$ cat config.mk
export PLATFORM = sky130hd
export DESIGN_NAME = rtcdc_top
export DESIGN_NICKNAME = d
export VERILOG_FILES = /design/src/rtcdc_pkg.sv /design/src/rtcdc_top.sv
export SDC_FILE = /design/constraint.sdc
export NUM_CORES = 1
export LEC_CHECK = 0
export BUFFER_PORTS_ARGS = -buffer_cell sky130_fd_sc_hd__buf_4
export CORE_MARGIN = 2
export CORE_UTILIZATION = 57
export DETAILED_ROUTE_END_ITERATION = 6
export GPL_ROUTABILITY_DRIVEN = 1
export PLACE_DENSITY = 0.94
export SLEW_MARGIN = 40
export SYNTH_ARGS = -nofsm -noshare
export SYNTH_HDL_FRONTEND = slang
export SYNTH_SLANG_ARGS = --single-unit
$ cat constraint.sdc
create_clock -name sys_clk -period 7.2 [get_ports sys_clk]
set_clock_uncertainty 0.2 [all_clocks]
set_input_delay 0.36 -clock sys_clk [delete_from_list [all_inputs] [get_ports sys_clk]]
set_output_delay 0.36 -clock sys_clk [all_outputs]
set_load 0.005 [all_outputs]
$ cat src/rtcdc_pkg.sv
// Package for the divider-chain real time clock: widths, selects, reset values and carriers
package rtcdc_pkg;
	localparam int TMR_W   = 16;            // Reloadable timer width
	localparam int SUB0_W  = 10;            // Lowest sub-timer width
	localparam int SUB1_W  = 6;             // Second sub-timer width
	localparam int SUB2_W  = 6;             // Third sub-timer width
	localparam int SUB3_W  = 10;            // Top sub-timer width
	localparam int CNT_W   = 32;            // Whole count block width
	localparam int NSTG    = 5;             // Timer stages raising requests
	localparam int NSRC    = 4;             // Clock source choices
	localparam int SRC_W   = 2;             // Source select width
	localparam logic [4:0] DIV32_MAX = 5'h1f; // Last state of divide-by-32
	localparam logic [2:0] DIV8_MAX  = 3'h7;  // Last state of divide-by-8
	localparam logic [TMR_W-1:0] TMR_RST = 16'h0000; // Power reset value, timer
	localparam logic [CNT_W-1:0] CNT_RST = 32'h0000_0000; // Power reset value, count
	localparam logic [SRC_W-1:0] SRC_RST = 2'h0; // Power reset source select

	// Static configuration carried as one bundle
	typedef struct packed {
		logic [SRC_W-1:0] src_sel;     // Selected clock source
		logic             div32_on;    // Divide-by-32 switched in
		logic             div8_on;     // Divide-by-8 switched in
		logic [TMR_W-1:0] tmr_reload;  // 16-bit timer reload value
		logic [CNT_W-1:0] cnt_reload;  // Packed sub-timer reload values
		logic [NSTG-1:0]  irq_en;      // Per-stage request enables
	} rtcdc_cfg_s;

	// Software write of the count block halves
	typedef struct packed {
		logic             wr_hi;       // Write high half
		logic             wr_lo;       // Write low half
		logic [15:0]      data;        // Write data
	} rtcdc_wr_s;
endpackage

$ cat src/rtcdc_top.sv
// Divider-chain real time clock: source pick, prescalers, 16-bit timer, 32-bit count block
`timescale 1ns/1ps
`default_nettype none

// Behaviour
// RULE1 - Chain clocked from one selected source
// RULE2 - Switchable divide-by-32 and divide-by-8 prescalers
// RULE3 - 16-bit reloadable timer follows prescalers
// RULE4 - 32-bit count of 10,6,6,10-bit sub-timers
// RULE5 - Every stage counts upward only
// RULE6 - Each stage raises its own request
// RULE7 - Enabled requests merged into one line
// RULE8 - Only power reset clears the registers; irq_clr also clears the sticky requests
// RULE9 - Overflow reloads and advances next stage
// RULE10 - Request on overflow, forwarded when enabled
module rtcdc_top
	import rtcdc_pkg::*;
(
	input  wire logic              sys_clk,    // System clock, 250 MHz
	input  wire logic              arst_n,     // Power reset, async active low
	input  wire logic [NSRC-1:0]   src_tick,   // Source ticks, internal and pin
	input  wire rtcdc_cfg_s        cfg,        // Software configuration
	input  wire rtcdc_wr_s         wr,         // Count block write port
	input  wire logic              irq_clr,    // Clear all stage requests
	output logic [15:0]            calendar_count_high, // Count bits 31:16
	output logic [15:0]            calendar_count_low,  // Count bits 15:0
	output logic [TMR_W-1:0]       prescale_reload_timer, // 16-bit timer value
	output logic [NSTG-1:0]        stage_req,  // Sticky per-stage requests
	output logic                   rtc_irq     // Shared request line
);
	logic             tick_q;        // Selected source level, registered
	logic [4:0]       div32_q;       // Divide-by-32 state
	logic [2:0]       div8_q;        // Divide-by-8 state
	logic             p32;           // After first prescaler
	logic             p8;            // After second prescaler
	logic [TMR_W-1:0] tmr_q;         // 16-bit timer
	logic [CNT_W-1:0] cnt_q;         // Count block
	logic [CNT_W-1:0] cnt_d;         // Count block after counting, before writes
	logic [NSTG-1:0]  ovf;           // Stage overflow pulses
	logic [4:0]       adv;           // Advance into each timer stage
	logic [NSTG-1:0]  req_q;         // Sticky requests

	localparam int LO [4] = '{0, SUB0_W, SUB0_W+SUB1_W, SUB0_W+SUB1_W+SUB2_W};
	localparam int WD [4] = '{SUB0_W, SUB1_W, SUB2_W, SUB3_W};

	// Source pick, registered so the chain sees one clean enable
	always_ff @(posedge sys_clk or negedge arst_n) begin
		if (!arst_n) begin
			tick_q <= 1'b0;
		end else begin
			tick_q <= src_tick[cfg.src_sel]; // [RULE1]
		end
	end

	// Prescalers; bypassed stage passes its input enable straight through
	// A bypassed divider keeps its state, so switching it back in resumes mid-count
	assign p32 = cfg.div32_on ? (tick_q && div32_q == DIV32_MAX) : tick_q; // [RULE2]
	assign p8  = cfg.div8_on ? (p32 && div8_q == DIV8_MAX) : p32; // [RULE2]

	always_ff @(posedge sys_clk or negedge arst_n) begin
		if (!arst_n) begin
			div32_q <= '0;
			div8_q  <= '0;
		end else begin
			if (cfg.div32_on && tick_q) begin
				div32_q <= div32_q + 5'h01; // [RULE2] wraps at 32
			end
			if (cfg.div8_on && p32) begin
				div8_q <= div8_q + 3'h1; // [RULE2] wraps at 8
			end
		end
	end

	// 16-bit timer counts up and reloads on overflow
	assign ovf[0] = p8 && (tmr_q == {TMR_W{1'b1}});
	assign adv[0] = p8;
	always_ff @(posedge sys_clk or negedge arst_n) begin
		if (!arst_n) begin
			tmr_q <= TMR_RST; // [RULE8]
		end else if (ovf[0]) begin
			tmr_q <= cfg.tmr_reload; // [RULE3] [RULE9]
		end else if (p8) begin
			tmr_q <= tmr_q + 16'h0001; // [RULE5]
		end
	end

	// Sub-timers: each advances on the overflow of the one below
	// Next values are built per sub-timer so every slice keeps a fixed width
	generate
		for (genvar i = 0; i < 4; i++) begin : g_sub
			assign ovf[i+1] = adv[i+1] && (&cnt_q[LO[i] +: WD[i]]);
			assign adv[i+1] = ovf[i]; // [RULE9]
			// Reload on its own overflow, else step up, else hold
			assign cnt_d[LO[i] +: WD[i]] = ovf[i+1] ? cfg.cnt_reload[LO[i] +: WD[i]] // [RULE4] [RULE9]
				: (adv[i+1] ? cnt_q[LO[i] +: WD[i]] + 1'b1 : cnt_q[LO[i] +: WD[i]]); // [RULE5]
		end
	endgenerate

	// Count block; a software write takes priority over counting
	// A write covers its whole half, so a carry into that half in the same cycle is lost
	always_ff @(posedge sys_clk or negedge arst_n) begin
		if (!arst_n) begin
			cnt_q <= CNT_RST; // [RULE8]
		end else begin
			cnt_q <= cnt_d;
			if (wr.wr_hi) begin
				cnt_q[CNT_W-1 -: CNT_W/2] <= wr.data; // [RULE4]
			end
			if (wr.wr_lo) begin
				cnt_q[CNT_W/2-1:0] <= wr.data; // [RULE4]
			end
		end
	end

	// Sticky requests; a new overflow wins over the clear
	always_ff @(posedge sys_clk or negedge arst_n) begin
		if (!arst_n) begin
			req_q <= '0;
		end else begin
			req_q <= (irq_clr ? '0 : req_q) | ovf; // [RULE6] [RULE10]
		end
	end

	// Registered outputs
	always_ff @(posedge sys_clk or negedge arst_n) begin
		if (!arst_n) begin
			rtc_irq               <= 1'b0;
			stage_req             <= '0;
			calendar_count_high   <= '0;
			calendar_count_low    <= '0;
			prescale_reload_timer <= '0;
		end else begin
			rtc_irq               <= |(req_q & cfg.irq_en); // [RULE7] [RULE10]
			stage_req             <= req_q;
			calendar_count_high   <= cnt_q[CNT_W-1 -: CNT_W/2];
			calendar_count_low    <= cnt_q[CNT_W/2-1:0];
			prescale_reload_timer <= tmr_q;
		end
	end
endmodule

`default_nettype wire

==> flow_metrics.env <==
export IMPL_p_per_area_nw_per_um2=256
export IMPL_synth_top_area_cell="dfrtp_1"
export IMPL_routed_top_layer="met4"
export IMPL_synth_warning_count=0
export IMPL_clockBufferDepth=2
export IMPL_port_buffers=135
export IMPL_drc=0
export IMPL_cap_violations=0
export IMPL_gp_congestion=0.951
export IMPL_setup_viol=0
export IMPL_clk_latency_ps=530
export IMPL_tns_ps=0
export IMPL_slowest_delay_ps=730
export IMPL_nNetsFinal=765
export IMPL_synth_area_um2=5400
export IMPL_drive_gt1_share_pct=28.0
export IMPL_async_flop_share_pct=100
export IMPL_ant_nets=0
export IMPL_power_switching_w=0.000516
export IMPL_worstPathCellList="ha_1 > and3_1 > ha_1 > nand2b_1 > and3_1 > and4_1 > mux2i_1 > o21ai_0"
export IMPL_clock_fmax_ghz=0.325
export IMPL_io_pins=136
export IMPL_critPathLaunchType="register"
export IMPL_routed_wl_um=17900
export IMPL_antenna_found_initial=0
export IMPL_finalHoldViolCount=0
export IMPL_place_worst_setup_slack_ps=4290
export IMPL_layoutNonFillerInstCount=796
export IMPL_p_clk_share_pct=41.8
export IMPL_slew_headroom_pct=42.8
export IMPL_ir_drop_uv=160
export IMPL_grt_start_max_net_pins=75
export IMPL_worst_ep_required_time_ps=7390
export IMPL_numCtsBuffers=17
export IMPL_firstDrtPassIters=6
export IMPL_rsz0062_at_grt="false"
export IMPL_track_usage_pct=35.5
export IMPL_cts_num_sinks=116
export IMPL_syn_nets=597
export IMPL_drt_vias_per_instance=6.89
export IMPL_design_area_um2=7410
export IMPL_die_y_um=101
export IMPL_status="finished clean"
export IMPL_sw_frac_of_total_pct=27.2
export IMPL_synth_cells=506
export IMPL_layout_commonest_cell="buf_4"
export IMPL_fin_ws_ps=4120
export IMPL_h_tree_depth=4
export IMPL_reg2reg_from="div32_q[0]"
export IMPL_period_minus_slack_ps=3080
export IMPL_hold_path_class="input port to register"
export IMPL_ys_seq_area_share_pct=53.7
export IMPL_nFillCells=459
export IMPL_area_growth_pct=37.1
export IMPL_worstHoldStart="cfg[13]"
export IMPL_drv_slew=0
export IMPL_cts_tree="done"
export IMPL_wl_met2_um=8230
export IMPL_wl_per_cell_um=22.5
export IMPL_critPathSlowestCell="and3_1"
export IMPL_root_buffer="clkbuf_8"
export IMPL_dp_cells=729
export IMPL_critPathKind="register to register"
export IMPL_synth_edff_count=0
export IMPL_ys_types=60
export IMPL_cts_setup_buffers=0
export IMPL_layout_common_cells="135 x buf_4, 116 x dfrtp_1, 62 x nand2_1"
export IMPL_wl_met3_um=2150
export IMPL_m1WireLength_um=6240
export IMPL_drt_first_iter_violations=956
export IMPL_finalCritPeriodShare_pct=42.8
export IMPL_clkTransAtPathRegs_ps=60
export IMPL_hpwlAfterDp_um=10400
export IMPL_leakagePower_nw=3.47
export IMPL_synth_avg_cell_area_um2=10.7
export IMPL_grt_overflow=0
export IMPL_synth_top_flop_cell="dfrtp_1"
export IMPL_num_vias=5484
export IMPL_yosys_top_cells_area="dfrtp_1 54%, nand2_1 4.3%, mux2i_1 3.5%, a21oi_1 2.6%, o21ai_0 2.5%"
export IMPL_max_slew_worst_pin_slew_ps=852
export IMPL_ys_ff_latch=116
export IMPL_power_frac_comb_pct=14.9
export IMPL_post_dp_cell_area_um2=6470
export IMPL_p_int_w=0.00138
export IMPL_critPathMaxFanout=20
export IMPL_seqPwrFrac_pct=43.2
export IMPL_grt_pass1_vias=5327
export IMPL_rows=35
export IMPL_initial_utilization_pct=58.7
export IMPL_synth_top_area_share_pct=53.7
export IMPL_core_area_um2=9200
export IMPL_dieArea_um2=10300
export IMPL_grt_pass1_wl_um=27700
export IMPL_worstSetupEndpointType="register"
export IMPL_crit_start="div32_q[0]"
export IMPL_antennaDiodeCount=0
export IMPL_cp_arrival_ps=3270
export IMPL_die_w_um=101
## final cells by class
| class | count | area, um^2 | share of cell area, % |
|---|---|---|---|
| Sequential cell | 116 | 2900 | 39.2 |
| Multi-Input combinational cell | 356 | 2370 | 32.0 |
| Timing Repair Buffer | 173 | 1400 | 18.8 |
| Clock buffer | 22 | 483 | 6.52 |
| Tap cell | 111 | 139 | 1.87 |
| Clock inverter | 8 | 76.3 | 1.03 |
| Inverter | 10 | 37.5 | 0.507 |
## power by group through the flow
| stage | combinational (W) | sequential (W) | clock, W |
|---|---|---|---|
| after floorplan | 0.000125 | 0.000800 | 0 |
| final | 0.000283 | 0.000820 | 0.000793 |
| after global placement | 0.000239 | 0.000811 | 0 |
| after detailed placement | 0.000251 | 0.000819 | 0 |
| after global routing | 0.000309 | 0.000828 | 0.000821 |
| after CTS | 0.000274 | 0.000812 | 0.000786 |
## kinds of logic (layout without fill, tap and decap cells)
| logic type | count (synthesis) | after routing | share of synthesized area (%) |
|---|---|---|---|
| flops | 116 | 116 | 53.7 |
| mux | 31 | 31 | 6.23 |
| xor+xnor | 8 | 8 | 1.30 |
| compound gates | 126 | 126 | 15.5 |
| buf+inv | 34 | 213 | 2.71 |
| simple gates | 182 | 182 | 18.4 |
| fa+ha+maj | 9 | 9 | 2.08 |
## cell usage after synthesis (2+ instances only)
cell type  number
inv_1          10
nor3_1         11
nor4_4          2
and4_1         10
nand2b_1        3
nand3_1        23
nor4b_1         2
nor4_2          2
o21a_1          2
nand2_1        62
o31ai_1         9
mux2i_1        19
and3_1         14
a311oi_1        2
buf_2           7
and2_1          4
a21o_1          7
nor4_1          2
xnor2_1         5
o211ai_1        4
a22oi_1         2
a2111oi_0       2
a21oi_1        28
mux2_2         11
or3_1           2
clkbuf_1       13
dfrtp_1       116
o21ai_0        27
nor2_1         21
or4_1           2
xor2_1          3
a41oi_1         4
nand4_1        16
a31oi_1        15
clkbuf_2        2
ha_1            9
a211oi_1        4
buf_4           2
a2111oi_2       2
a41o_1          5
## state kept, by name (all words and copies together) (netlist names)
| signal | flops |
|---|---|
| prescale_reload_timer | 16 |
| div8_q | 3 |
| div32_q | 5 |
| stage_req | 5 |
| rtc_irq | 1 |
| calendar_count_low | 16 |
| cnt_q | 32 |
| tmr_q | 16 |
| req_q | 5 |
| calendar_count_high | 16 |
| tick_q | 1 |
## path summary, 6_finish.rpt
| check | to | cells after the start | slack [ps] |
|---|---|---|---|
| setup / recovery | cnt_q[15] | 8 | 4120 |
| hold / removal | cnt_q[8] | 3 | 4 |
| setup reg to reg | cnt_q[15] | 8 | 4120 |
| hold reg to reg | stage_req[3] | 0 | 210 |
| max in group asynchronous | calendar_count_low[9] | 3 | 5550 |
| min in group asynchronous | tick_q | 2 | 160 |
## routing by layer
layer  up-vias  track usage [%]
met4         0             20.9
met5         -                0
met2       552             53.9
li1       2241                -
met1      2536             45.9
met3       155             9.45
## metrics by stage
| stage | util (%) | power (W) | hold WS (ps) |
|---|---|---|---|
| floorplan | - | 0.000925 | -136 |
| global placement | 70.2 | 0.00105 | 160 |
| detailed placement | 70.3 | 0.00107 | 178 |
| CTS | 80.4 | 0.00187 | 4.07 |
| global route | 80.5 | 0.00196 | 15.6 |
| finish | 80.5 | 0.00190 | 3.75 |
## worst max-delay path, delay by kind of cell, from the launching register on
kind,cells,cell delay [ps]
adder cells (fa/ha/maj),2,310
AND/OR/NAND/NOR,4,1710
AO/OA/AOI/OAI,1,100
multiplexers,1,240
flip-flops,1,380
## timing repair
action                    CTS  global route
hold endpoints to repair   89             0
hold buffers               37             0
resized for setup           0             0
(Power assumes the default switching activity.)
